$ cat config.mk
export PLATFORM = sky130hd
export DESIGN_NAME = iio_board
export DESIGN_NICKNAME = d
export VERILOG_FILES = /design/src/hdl/iio_board_unused_placeholder_none.sv /design/src/hdl/iio_pkg.sv /design/src/hdl/iio_in_port.sv /design/src/hdl/iio_out_strobe.sv /design/src/hdl/iio_board.sv
export SDC_FILE = /design/constraint.sdc
export NUM_CORES = 1
export LEC_CHECK = 0
export BUFFER_PORTS_ARGS = -buffer_cell sky130_fd_sc_hd__clkbuf_2
export CAP_MARGIN = 20
export CORE_MARGIN = 2
export CORE_UTILIZATION = 40
export CTS_CLUSTER_DIAMETER = 150
export DETAILED_ROUTE_END_ITERATION = 10
export MAX_ROUTING_LAYER = met4
export PLACE_DENSITY = 0.69
export RECOVER_POWER = 50
export SLEW_MARGIN = 10
export SYNTH_ARGS = -nofsm -noshare
export SYNTH_HDL_FRONTEND = slang
export SYNTH_SLANG_ARGS = --single-unit
$ cat constraint.sdc
create_clock -name core_clk -period 2.2 [get_ports core_clk]
set_input_delay 0.44 -clock core_clk [delete_from_list [all_inputs] [get_ports core_clk]]
set_output_delay 0.44 -clock core_clk [all_outputs]
set_load 0.01 [all_outputs]
$ cat src/hdl/iio_board_unused_placeholder_none.sv
// Intentionally empty compilation unit for the isolated I/O block
`timescale 1ns/1ps

$ cat src/hdl/iio_pkg.sv
// Shared constants and carrier types for the isolated I/O status and reset block
package iio_pkg;

    // Register offsets within the four-port window (low two address bits)
    localparam logic [1:0] OFS_IN0        = 2'h0;
    localparam logic [1:0] OFS_IN1        = 2'h1;
    localparam logic [1:0] OFS_IN2        = 2'h2;
    localparam logic [1:0] OFS_STATUS     = 2'h3;
    localparam logic [1:0] OFS_OUT0       = 2'h0;
    localparam logic [1:0] OFS_OUT1       = 2'h1;
    localparam logic [1:0] OFS_RELAY      = 2'h2;
    localparam logic [1:0] OFS_ENABLE     = 2'h3;

    // Status byte field positions
    localparam int         ST_IN_AVAIL_LSB = 0;
    localparam int         ST_OUT_READY_LSB = 3;
    localparam int         ST_UNUSED_LSB   = 5;

    // Reset values
    localparam logic [7:0] RST_BYTE       = 8'h00;
    localparam logic [2:0] RST_ENABLE     = 3'h0;

    // Output strobe timing
    localparam int         CLK_MHZ        = 250;
    localparam int         STROBE_DELAY_US = 104;
    localparam int         STROBE_WIDTH_US = 16;
    localparam int         STROBE_DELAY_CYC = STROBE_DELAY_US * CLK_MHZ;
    localparam int         STROBE_WIDTH_CYC = STROBE_WIDTH_US * CLK_MHZ;

    // One bus cycle as presented by the host
    typedef struct packed {
        logic       rd;
        logic       wr;
        logic [7:0] addr;
        logic [7:0] wdata;
    } iio_bus_req_t;

    // Requests toward the reset and interrupt lines
    typedef struct packed {
        logic reset_pull;
        logic nmi_pull;
    } iio_sys_pull_t;

endpackage

$ cat src/hdl/iio_in_port.sv
// One isolated input port: data latch and acknowledge handshake
`timescale 1ns/1ps
module iio_in_port (
    input  wire logic       core_clk,
    input  wire logic       rst_n,
    input  wire logic       latch_in,
    input  wire logic [7:0] data_in,
    input  wire logic       host_read,
    output logic [7:0]      data_reg,
    output logic            ack_reg
);
    logic       latch_prev_reg;
    logic       latch_prev_next;
    logic [7:0] data_next;
    logic       ack_next;
    logic       latch_rise;

    always_comb begin
        latch_rise      = latch_in & ~latch_prev_reg;
        latch_prev_next = latch_in;
        data_next       = data_reg;
        ack_next        = ack_reg;
        if (latch_rise) begin
            data_next = data_in;
        end
        if (host_read) begin
            ack_next = 1'b0;
        end
        if (latch_rise) begin
            ack_next = 1'b1;
        end
    end

    always_ff @(posedge core_clk) begin
        latch_prev_reg <= latch_prev_next;
        data_reg       <= data_next;
        if (!rst_n) begin
            ack_reg <= 1'b0;
        end else begin
            ack_reg <= ack_next;
        end
    end

endmodule

$ cat src/hdl/iio_out_strobe.sv
// Output valid strobe sequencer for one opto output port
`timescale 1ns/1ps
module iio_out_strobe #(
    parameter int DELAY_CYC = iio_pkg::STROBE_DELAY_CYC,
    parameter int WIDTH_CYC = iio_pkg::STROBE_WIDTH_CYC,
    parameter int CNT_W     = 16
) (
    input  wire logic core_clk,
    input  wire logic rst_n,
    input  wire logic start,
    output logic      strobe_n_reg,
    output logic      busy_reg
);
    typedef enum logic [1:0] {
        IIO_ST_IDLE,
        IIO_ST_DELAY,
        IIO_ST_PULSE
    } iio_strobe_state_t;

    if (DELAY_CYC < 1 || WIDTH_CYC < 1 || DELAY_CYC >= (1 << CNT_W) || WIDTH_CYC >= (1 << CNT_W)) begin : g_bad
        $error("iio_out_strobe: strobe counts do not fit the counter");
    end

    localparam logic [CNT_W-1:0] DELAY_LAST = CNT_W'(DELAY_CYC - 1);
    localparam logic [CNT_W-1:0] WIDTH_LAST = CNT_W'(WIDTH_CYC - 1);

    iio_strobe_state_t state_reg;
    iio_strobe_state_t state_next;
    logic [CNT_W-1:0]  cnt_reg;
    logic [CNT_W-1:0]  cnt_next;
    logic              strobe_n_next;
    logic              busy_next;

    always_comb begin
        state_next = state_reg;
        cnt_next   = cnt_reg + CNT_W'(1);
        unique case (state_reg)
            IIO_ST_IDLE: begin
                cnt_next = '0;
            end
            IIO_ST_DELAY: begin
                if (cnt_reg == DELAY_LAST) begin
                    state_next = IIO_ST_PULSE;
                    cnt_next   = '0;
                end
            end
            IIO_ST_PULSE: begin
                if (cnt_reg == WIDTH_LAST) begin
                    state_next = IIO_ST_IDLE;
                    cnt_next   = '0;
                end
            end
        endcase
        // New byte restarts the sequence
        if (start) begin
            state_next = IIO_ST_DELAY;
            cnt_next   = '0;
        end
        strobe_n_next = (state_next != IIO_ST_PULSE);
        busy_next     = (state_next != IIO_ST_IDLE);
    end

    always_ff @(posedge core_clk) begin
        if (!rst_n) begin
            state_reg    <= IIO_ST_IDLE;
            cnt_reg      <= '0;
            strobe_n_reg <= 1'b1;
            busy_reg     <= 1'b0;
        end else begin
            state_reg    <= state_next;
            cnt_reg      <= cnt_next;
            strobe_n_reg <= strobe_n_next;
            busy_reg     <= busy_next;
        end
    end

endmodule

$ cat src/hdl/iio_board.sv
// Isolated I/O board core: port decode, status byte, output latches, reset and interrupt pull
`timescale 1ns/1ps

// Summary of operation
// - Read-only status byte at base plus three
// - Bits 0-2 show input ports holding data
// - Input bit one until host reads byte
// - Bits 3-4 output readiness, 5-7 unused
// - Busy taken from strobe sequencer state
// - Read data driven only in the cycle after a read
// - Reading input port clears its acknowledge
// - Input latch keeps byte after read
// - Bus reset ends any output strobe
// - Bus reset clears all input acknowledges
// - Bus reset floats both opto latches
// - Bus reset releases all eight relays
// - Default wiring: isolated input pulls reset
// - Jumper option: isolated input pulls interrupt
// - Output ready when strobe returns inactive
// - Output enabled by bit and no disable
module iio_board #(
    parameter int STROBE_DELAY_CYC = iio_pkg::STROBE_DELAY_CYC,
    parameter int STROBE_WIDTH_CYC = iio_pkg::STROBE_WIDTH_CYC
) (
    input  wire logic                 core_clk,
    input  wire logic                 rst_n,
    input  wire logic [5:0]           base_sel,
    input  wire iio_pkg::iio_bus_req_t bus_req,
    output logic [7:0]                rdata_reg,
    output logic                      rdata_oe_reg,
    input  wire logic [2:0]           latch_in,
    input  wire logic [23:0]          in_data,
    output logic [2:0]                input_ack_n_reg,
    output logic [7:0]                opto0_data_reg,
    output logic                      opto0_oe_reg,
    output logic [7:0]                opto1_data_reg,
    output logic                      opto1_oe_reg,
    output logic                      out_strobe0_n_reg,
    output logic                      out_strobe1_n_reg,
    output logic [7:0]                relay_drive_reg,
    input  wire logic [2:0]           out_disable,
    input  wire logic                 iso_sys_in,
    input  wire logic                 nmi_jumper,
    output logic                      reset_line_o_reg,
    output logic                      reset_line_oe_reg,
    output logic                      nmi_line_o_reg,
    output logic                      nmi_line_oe_reg
);
    function automatic logic port_hit(input logic [7:0] addr, input logic [5:0] base);
        port_hit = (addr[7:2] == base);
    endfunction

    // Strobe counts must fit the 16-bit sequencer counter
    if (STROBE_DELAY_CYC < 1 || STROBE_WIDTH_CYC < 1 ||
        STROBE_DELAY_CYC > 65535 || STROBE_WIDTH_CYC > 65535) begin : g_bad_strobe
        $error("iio_board: strobe counts out of range");
    end

    logic [2:0]  ack;
    logic [23:0] in_latch;
    logic [2:0]  in_read;
    logic [1:0]  out_start;
    logic [1:0]  out_busy;
    logic [1:0]  strobe_n;

    logic        rd_hit;
    logic        wr_hit;
    logic [1:0]  sel;
    logic [7:0]  status_byte;

    logic [7:0]  rdata_next;
    logic        rdata_oe_next;
    logic [7:0]  out0_latch_reg;
    logic [7:0]  out0_latch_next;
    logic [7:0]  out1_latch_reg;
    logic [7:0]  out1_latch_next;
    logic [7:0]  relay_latch_reg;
    logic [7:0]  relay_latch_next;
    logic [2:0]  enable_reg;
    logic [2:0]  enable_next;
    logic [2:0]  port_on;

    logic [7:0]  opto0_data_next;
    logic        opto0_oe_next;
    logic [7:0]  opto1_data_next;
    logic        opto1_oe_next;
    logic [7:0]  relay_drive_next;
    logic [2:0]  input_ack_n_next;

    iio_pkg::iio_sys_pull_t pull_next;

    // Bus decode
    always_comb begin
        sel       = bus_req.addr[1:0];
        rd_hit    = bus_req.rd & port_hit(bus_req.addr, base_sel);
        wr_hit    = bus_req.wr & port_hit(bus_req.addr, base_sel);
        in_read   = '0;
        out_start = '0;
        if (rd_hit && sel != iio_pkg::OFS_STATUS) begin
            in_read[sel] = 1'b1;
        end
        if (wr_hit && sel == iio_pkg::OFS_OUT0) begin
            out_start[0] = 1'b1;
        end
        if (wr_hit && sel == iio_pkg::OFS_OUT1) begin
            out_start[1] = 1'b1;
        end
    end

    for (genvar i = 0; i < 3; i++) begin : g_in
        iio_in_port u_in (
            .core_clk  (core_clk),
            .rst_n     (rst_n),
            .latch_in  (latch_in[i]),
            .data_in   (in_data[8*i +: 8]),
            .host_read (in_read[i]),
            .data_reg  (in_latch[8*i +: 8]),
            .ack_reg   (ack[i])
        );
    end

    for (genvar j = 0; j < 2; j++) begin : g_out
        iio_out_strobe #(
            .DELAY_CYC (STROBE_DELAY_CYC),
            .WIDTH_CYC (STROBE_WIDTH_CYC)
        ) u_strobe (
            .core_clk     (core_clk),
            .rst_n        (rst_n),
            .start        (out_start[j]),
            .strobe_n_reg (strobe_n[j]),
            .busy_reg     (out_busy[j])
        );
    end

    // Status byte and read mux
    always_comb begin
        status_byte = '0;
        status_byte[iio_pkg::ST_IN_AVAIL_LSB +: 3] = ack;
        status_byte[iio_pkg::ST_OUT_READY_LSB +: 2] = ~out_busy;
        rdata_next    = iio_pkg::RST_BYTE;
        rdata_oe_next = rd_hit;
        if (rd_hit) begin
            unique case (sel)
                iio_pkg::OFS_IN0:    rdata_next = in_latch[7:0];
                iio_pkg::OFS_IN1:    rdata_next = in_latch[15:8];
                iio_pkg::OFS_IN2:    rdata_next = in_latch[23:16];
                // status port at base plus three
                iio_pkg::OFS_STATUS: rdata_next = status_byte;
            endcase
        end
    end

    // Output latches and enable port
    always_comb begin
        out0_latch_next  = out0_latch_reg;
        out1_latch_next  = out1_latch_reg;
        relay_latch_next = relay_latch_reg;
        enable_next      = enable_reg;
        if (wr_hit) begin
            unique case (sel)
                iio_pkg::OFS_OUT0:   out0_latch_next  = bus_req.wdata;
                iio_pkg::OFS_OUT1:   out1_latch_next  = bus_req.wdata;
                iio_pkg::OFS_RELAY:  relay_latch_next = bus_req.wdata;
                iio_pkg::OFS_ENABLE: enable_next      = bus_req.wdata[2:0];
            endcase
        end
        // bit set and no hardware disable
        port_on          = enable_reg & ~out_disable;
        opto0_data_next  = out0_latch_reg;
        opto0_oe_next    = port_on[0];
        opto1_data_next  = out1_latch_reg;
        opto1_oe_next    = port_on[1];
        relay_drive_next = relay_latch_reg & {8{port_on[2]}};
        input_ack_n_next = ~ack;
    end

    // Reset and interrupt line pull
    always_comb begin
        pull_next.reset_pull = iso_sys_in & ~nmi_jumper;
        pull_next.nmi_pull   = iso_sys_in & nmi_jumper;
    end

    // Read port registers
    always_ff @(posedge core_clk) begin
        if (!rst_n) begin
            rdata_reg    <= iio_pkg::RST_BYTE;
            rdata_oe_reg <= 1'b0;
        end else begin
            rdata_reg    <= rdata_next;
            rdata_oe_reg <= rdata_oe_next;
        end
    end

    // Output latches and enable port registers
    always_ff @(posedge core_clk) begin
        if (!rst_n) begin
            out0_latch_reg  <= iio_pkg::RST_BYTE;
            out1_latch_reg  <= iio_pkg::RST_BYTE;
            relay_latch_reg <= iio_pkg::RST_BYTE;
            enable_reg      <= iio_pkg::RST_ENABLE;
        end else begin
            out0_latch_reg  <= out0_latch_next;
            out1_latch_reg  <= out1_latch_next;
            relay_latch_reg <= relay_latch_next;
            enable_reg      <= enable_next;
        end
    end

    // Pin driver registers
    always_ff @(posedge core_clk) begin
        if (!rst_n) begin
            relay_drive_reg   <= iio_pkg::RST_BYTE;
            opto0_data_reg    <= iio_pkg::RST_BYTE;
            opto1_data_reg    <= iio_pkg::RST_BYTE;
            opto0_oe_reg      <= 1'b0;
            opto1_oe_reg      <= 1'b0;
            input_ack_n_reg   <= 3'h7;
            out_strobe0_n_reg <= 1'b1;
            out_strobe1_n_reg <= 1'b1;
        end else begin
            relay_drive_reg   <= relay_drive_next;
            opto0_data_reg    <= opto0_data_next;
            opto1_data_reg    <= opto1_data_next;
            opto0_oe_reg      <= opto0_oe_next;
            opto1_oe_reg      <= opto1_oe_next;
            input_ack_n_reg   <= input_ack_n_next;
            out_strobe0_n_reg <= strobe_n[0];
            out_strobe1_n_reg <= strobe_n[1];
        end
    end

    // Pull keeps tracking during reset so a held request is not released
    always_ff @(posedge core_clk) begin
        reset_line_o_reg  <= 1'b0;
        reset_line_oe_reg <= pull_next.reset_pull;
        nmi_line_o_reg    <= 1'b0;
        nmi_line_oe_reg   <= pull_next.nmi_pull;
    end

endmodule

==> flow_summary.ini <==
[final_layout]
syn_to_final_growth_pct = 26.2
nNetsFinal = 640
multi_input_area_um2 = 1940
drive_gt1_share_pct = 23.8
register_area_um2 = 3020
largest_reg_flops = 32
finalNonFillerCells = 761
n_antenna_cell = 0
post-route-util_pct = 51.1
fillers = 1147

[critical_path]
cp_slowest_cell = or4_4
r2r_start = g_out[1].u_strobe.cnt_reg[6]$_SDFF_PP0_
cp_cell_sequence = or4_4, or4_4, o2bb2ai_2, o21a_1, o31a_1
crit_arrival_ps = 2430
end_kind = register
rr_endpoint = g_out[1].u_strobe.busy_reg$_SDFF_PN0_
cp_num_buf_inv = 0
reg2reg_depth = 5
reg2reg_slack_ps = 60
crit_type = reg -> reg
cp-start-kind = register
slowest_delay_ps = 530
critPathRequiredTime_ps = 2490
crit_path_max_fanout = 4
critPathMostFrequentCell = or4_4
crit_family = simple AND/OR/NAND/NOR gates

[die]
start_util_pct = 40.5
die_w_um = 117
core-area_um2 = 12500
rows = 41
die_h_um = 117
dieArea_um2 = 13600
num_io_pins = 102

[drt]
drcViolationCount = 0
first_pass_iters = 4
dr_wl_met3_um = 469
finalWirelength_mm = 10.1
ant_nets = 0
wl_met1_mm = 4.44
routed_via_density = 4.72
drtIter0Drc = 193
routedWlPerCell_um = 13.2
wl_met2_mm = 5.00
top_layer_used = met4
num_vias = 3589

[grt]
grt_overflow = 0
antenna_found_initial = 0
grt_usage_pct = 15.9
grt_first_pass_wirelength_mm = 16.2
grt_pass1_vias = 3573
grt_start_max_net_pins = 30

[logic_synthesis]
ys_seq_area_share_pct = 59.6
yosys_register_bits = 139
netlist_instances = 453
synth_area_leaders = dfxtp_1, edfxtp_1, mux2i_1
async_reset_ff_share_pct = 0
syn_area_um2 = 5070
synth_commonest_cells = dfxtp_1, nor2_1, mux2i_1, and2_1, edfxtp_1
synth_cell_types = 46
ys.flop_type = dfxtp_1
yosys_warnings = 0
syn_avg_cell_area_um2 = 11.2
post-synth-top-area-fraction_pct = 45.4
synth-edff-count = 24
yosysMostFrequentCell = dfxtp_1
yosysTopAreaCell = dfxtp_1

[timing]
tns_ps = 0
rsz0062_at_grt = no
max_freq_mhz = 468
hold_ws_ps = 151
fin_crit_sh_pct = 97.2
slew_headroom_pct = 33.5
finalHoldViolations = 0
period_minus_slack_ps = 2140
final_max_slew_viol_count = 0
tightestPinTransition_ps = 997
finalClockSkew_ps = 5.69
setup_viol = 0

[clock_tree]
cts_sinks = 139
cts_tree = yes
clock-root-buffer = clkbuf_16
clk_path_buf_depth = 2
h-tree-depth = 4
cts_resized = 0
path_clk_slew_ps = 60
ctsHoldBuffers = 0
cts_buffers = 17
cts_setup_buffers = 0
clk_latency_ps = 410

[min_path]
hold_class = in -> reg
min_from = latch_in[2]
whs_path_depth = 1
min_to = g_in[2].u_in.latch_prev_reg$_DFF_P_

[place]
io_buffers = 99
dp.cells = 729
gp_congestion = 0.814
dp_hpwl_mm = 6.82

[power_and_ir_drop]
p_per_area_nw_per_um2 = 866
ir_worst_vdd_mv = 0.510
power.static_leakage_nw = 2.65

[run]
max_cap_viol_count = 0

[status]
status = completed
==> layout make-up <==
class / instances / area share, %
Inverter: 16 / 0.938
Tap cell: 172 / 3.36
Sequential cell: 139 / 47.2
Multi-Input combinational cell: 285 / 30.3
Clock buffer: 19 / 6.92
Timing Repair Buffer: 117 / 9.15
Clock inverter: 13 / 2.05
==> routing by layer <==
metal	vias to the layer above	GRT usage [%]
li1	1793	-
met1	1693	17.5
met2	90	27.2
met3	13	4.67
met4	0	6.27
met5	-	-
==> cells in the final DEF, fill, tap and decap left out, types with 4 or more instances in the layout <==
master / instances
and2_0: 9
nor4_1: 4
clkbuf_1: 25
mux4_2: 5
nor2b_1: 11
a21oi_1: 7
edfxtp_1: 24
ha_1: 6
nand2_1: 13
dfxtp_1: 114
clkbuf_16: 17
nand4_1: 14
nor2_1: 76
clkbuf_2: 81
and2_1: 18
inv_6: 4
mux2i_1: 30
inv_1: 15
buf_4: 12
xnor2_1: 14
xor2_1: 20
nand3_1: 13
==> power by group <==
group	internal, mW	switching, mW
Combinational	0.0805	0.0961
Clock	1.62	1.12
Sequential	2.62	0.0106
Total	4.32	1.22
==> stage by stage <==
stage / setup slack [ps] / cell area (µm²) / power [mW]
5_1_grt: 9.63 / 6400 / 5.73
2_1_floorplan: 159 / 5080 / 2.77
6_report: 61.9 / 6400 / 5.54
4_1_cts: 64.0 / 6440 / 5.61
3_3_place_gp: 121 / 5870 / 2.87
3_5_place_dp: 84.6 / 5870 / 2.87
==> how the worst max path moves through the flow <==
stage                                                   startpoint                                    end  slack (ps)  cells past startpoint
after floorplan           g_out[1].u_strobe.cnt_reg[12]$_SDFF_PP0_  g_out[1].u_strobe.busy_reg$_SDFF_PN0_         160                      5
after global placement    g_out[1].u_strobe.cnt_reg[12]$_SDFF_PP0_  g_out[1].u_strobe.busy_reg$_SDFF_PN0_         120                      5
after detailed placement  g_out[1].u_strobe.cnt_reg[12]$_SDFF_PP0_  g_out[1].u_strobe.busy_reg$_SDFF_PN0_          80                      5
after CTS                  g_out[1].u_strobe.cnt_reg[6]$_SDFF_PP0_  g_out[1].u_strobe.busy_reg$_SDFF_PN0_          60                      5
after global routing       g_out[1].u_strobe.cnt_reg[6]$_SDFF_PP0_  g_out[1].u_strobe.busy_reg$_SDFF_PN0_          10                      5
final                      g_out[1].u_strobe.cnt_reg[6]$_SDFF_PP0_  g_out[1].u_strobe.busy_reg$_SDFF_PN0_          60                      5
==> worst reg2reg max path, delay by kind of cell, from the launching register on <==
kind	cells	cell delay, ps
AOI/OAI and AO/OA	3	610
and+or+nand+nor	2	1060
DFF	1	350
==> cell families (layout without fill, tap and decap cells) <==
family,count (synthesis),after routing,synth area share [%]
fa+ha+maj,6,6,1.48
compound gates,23,23,3.01
mux,35,35,8.14
other cells,1,2,0.0739
simple gates,185,185,19.3
buf+inv,30,165,2.49
xor+xnor,34,34,5.87
flops,139,139,59.6
Note: power is estimated with default switching activity, not from simulation.
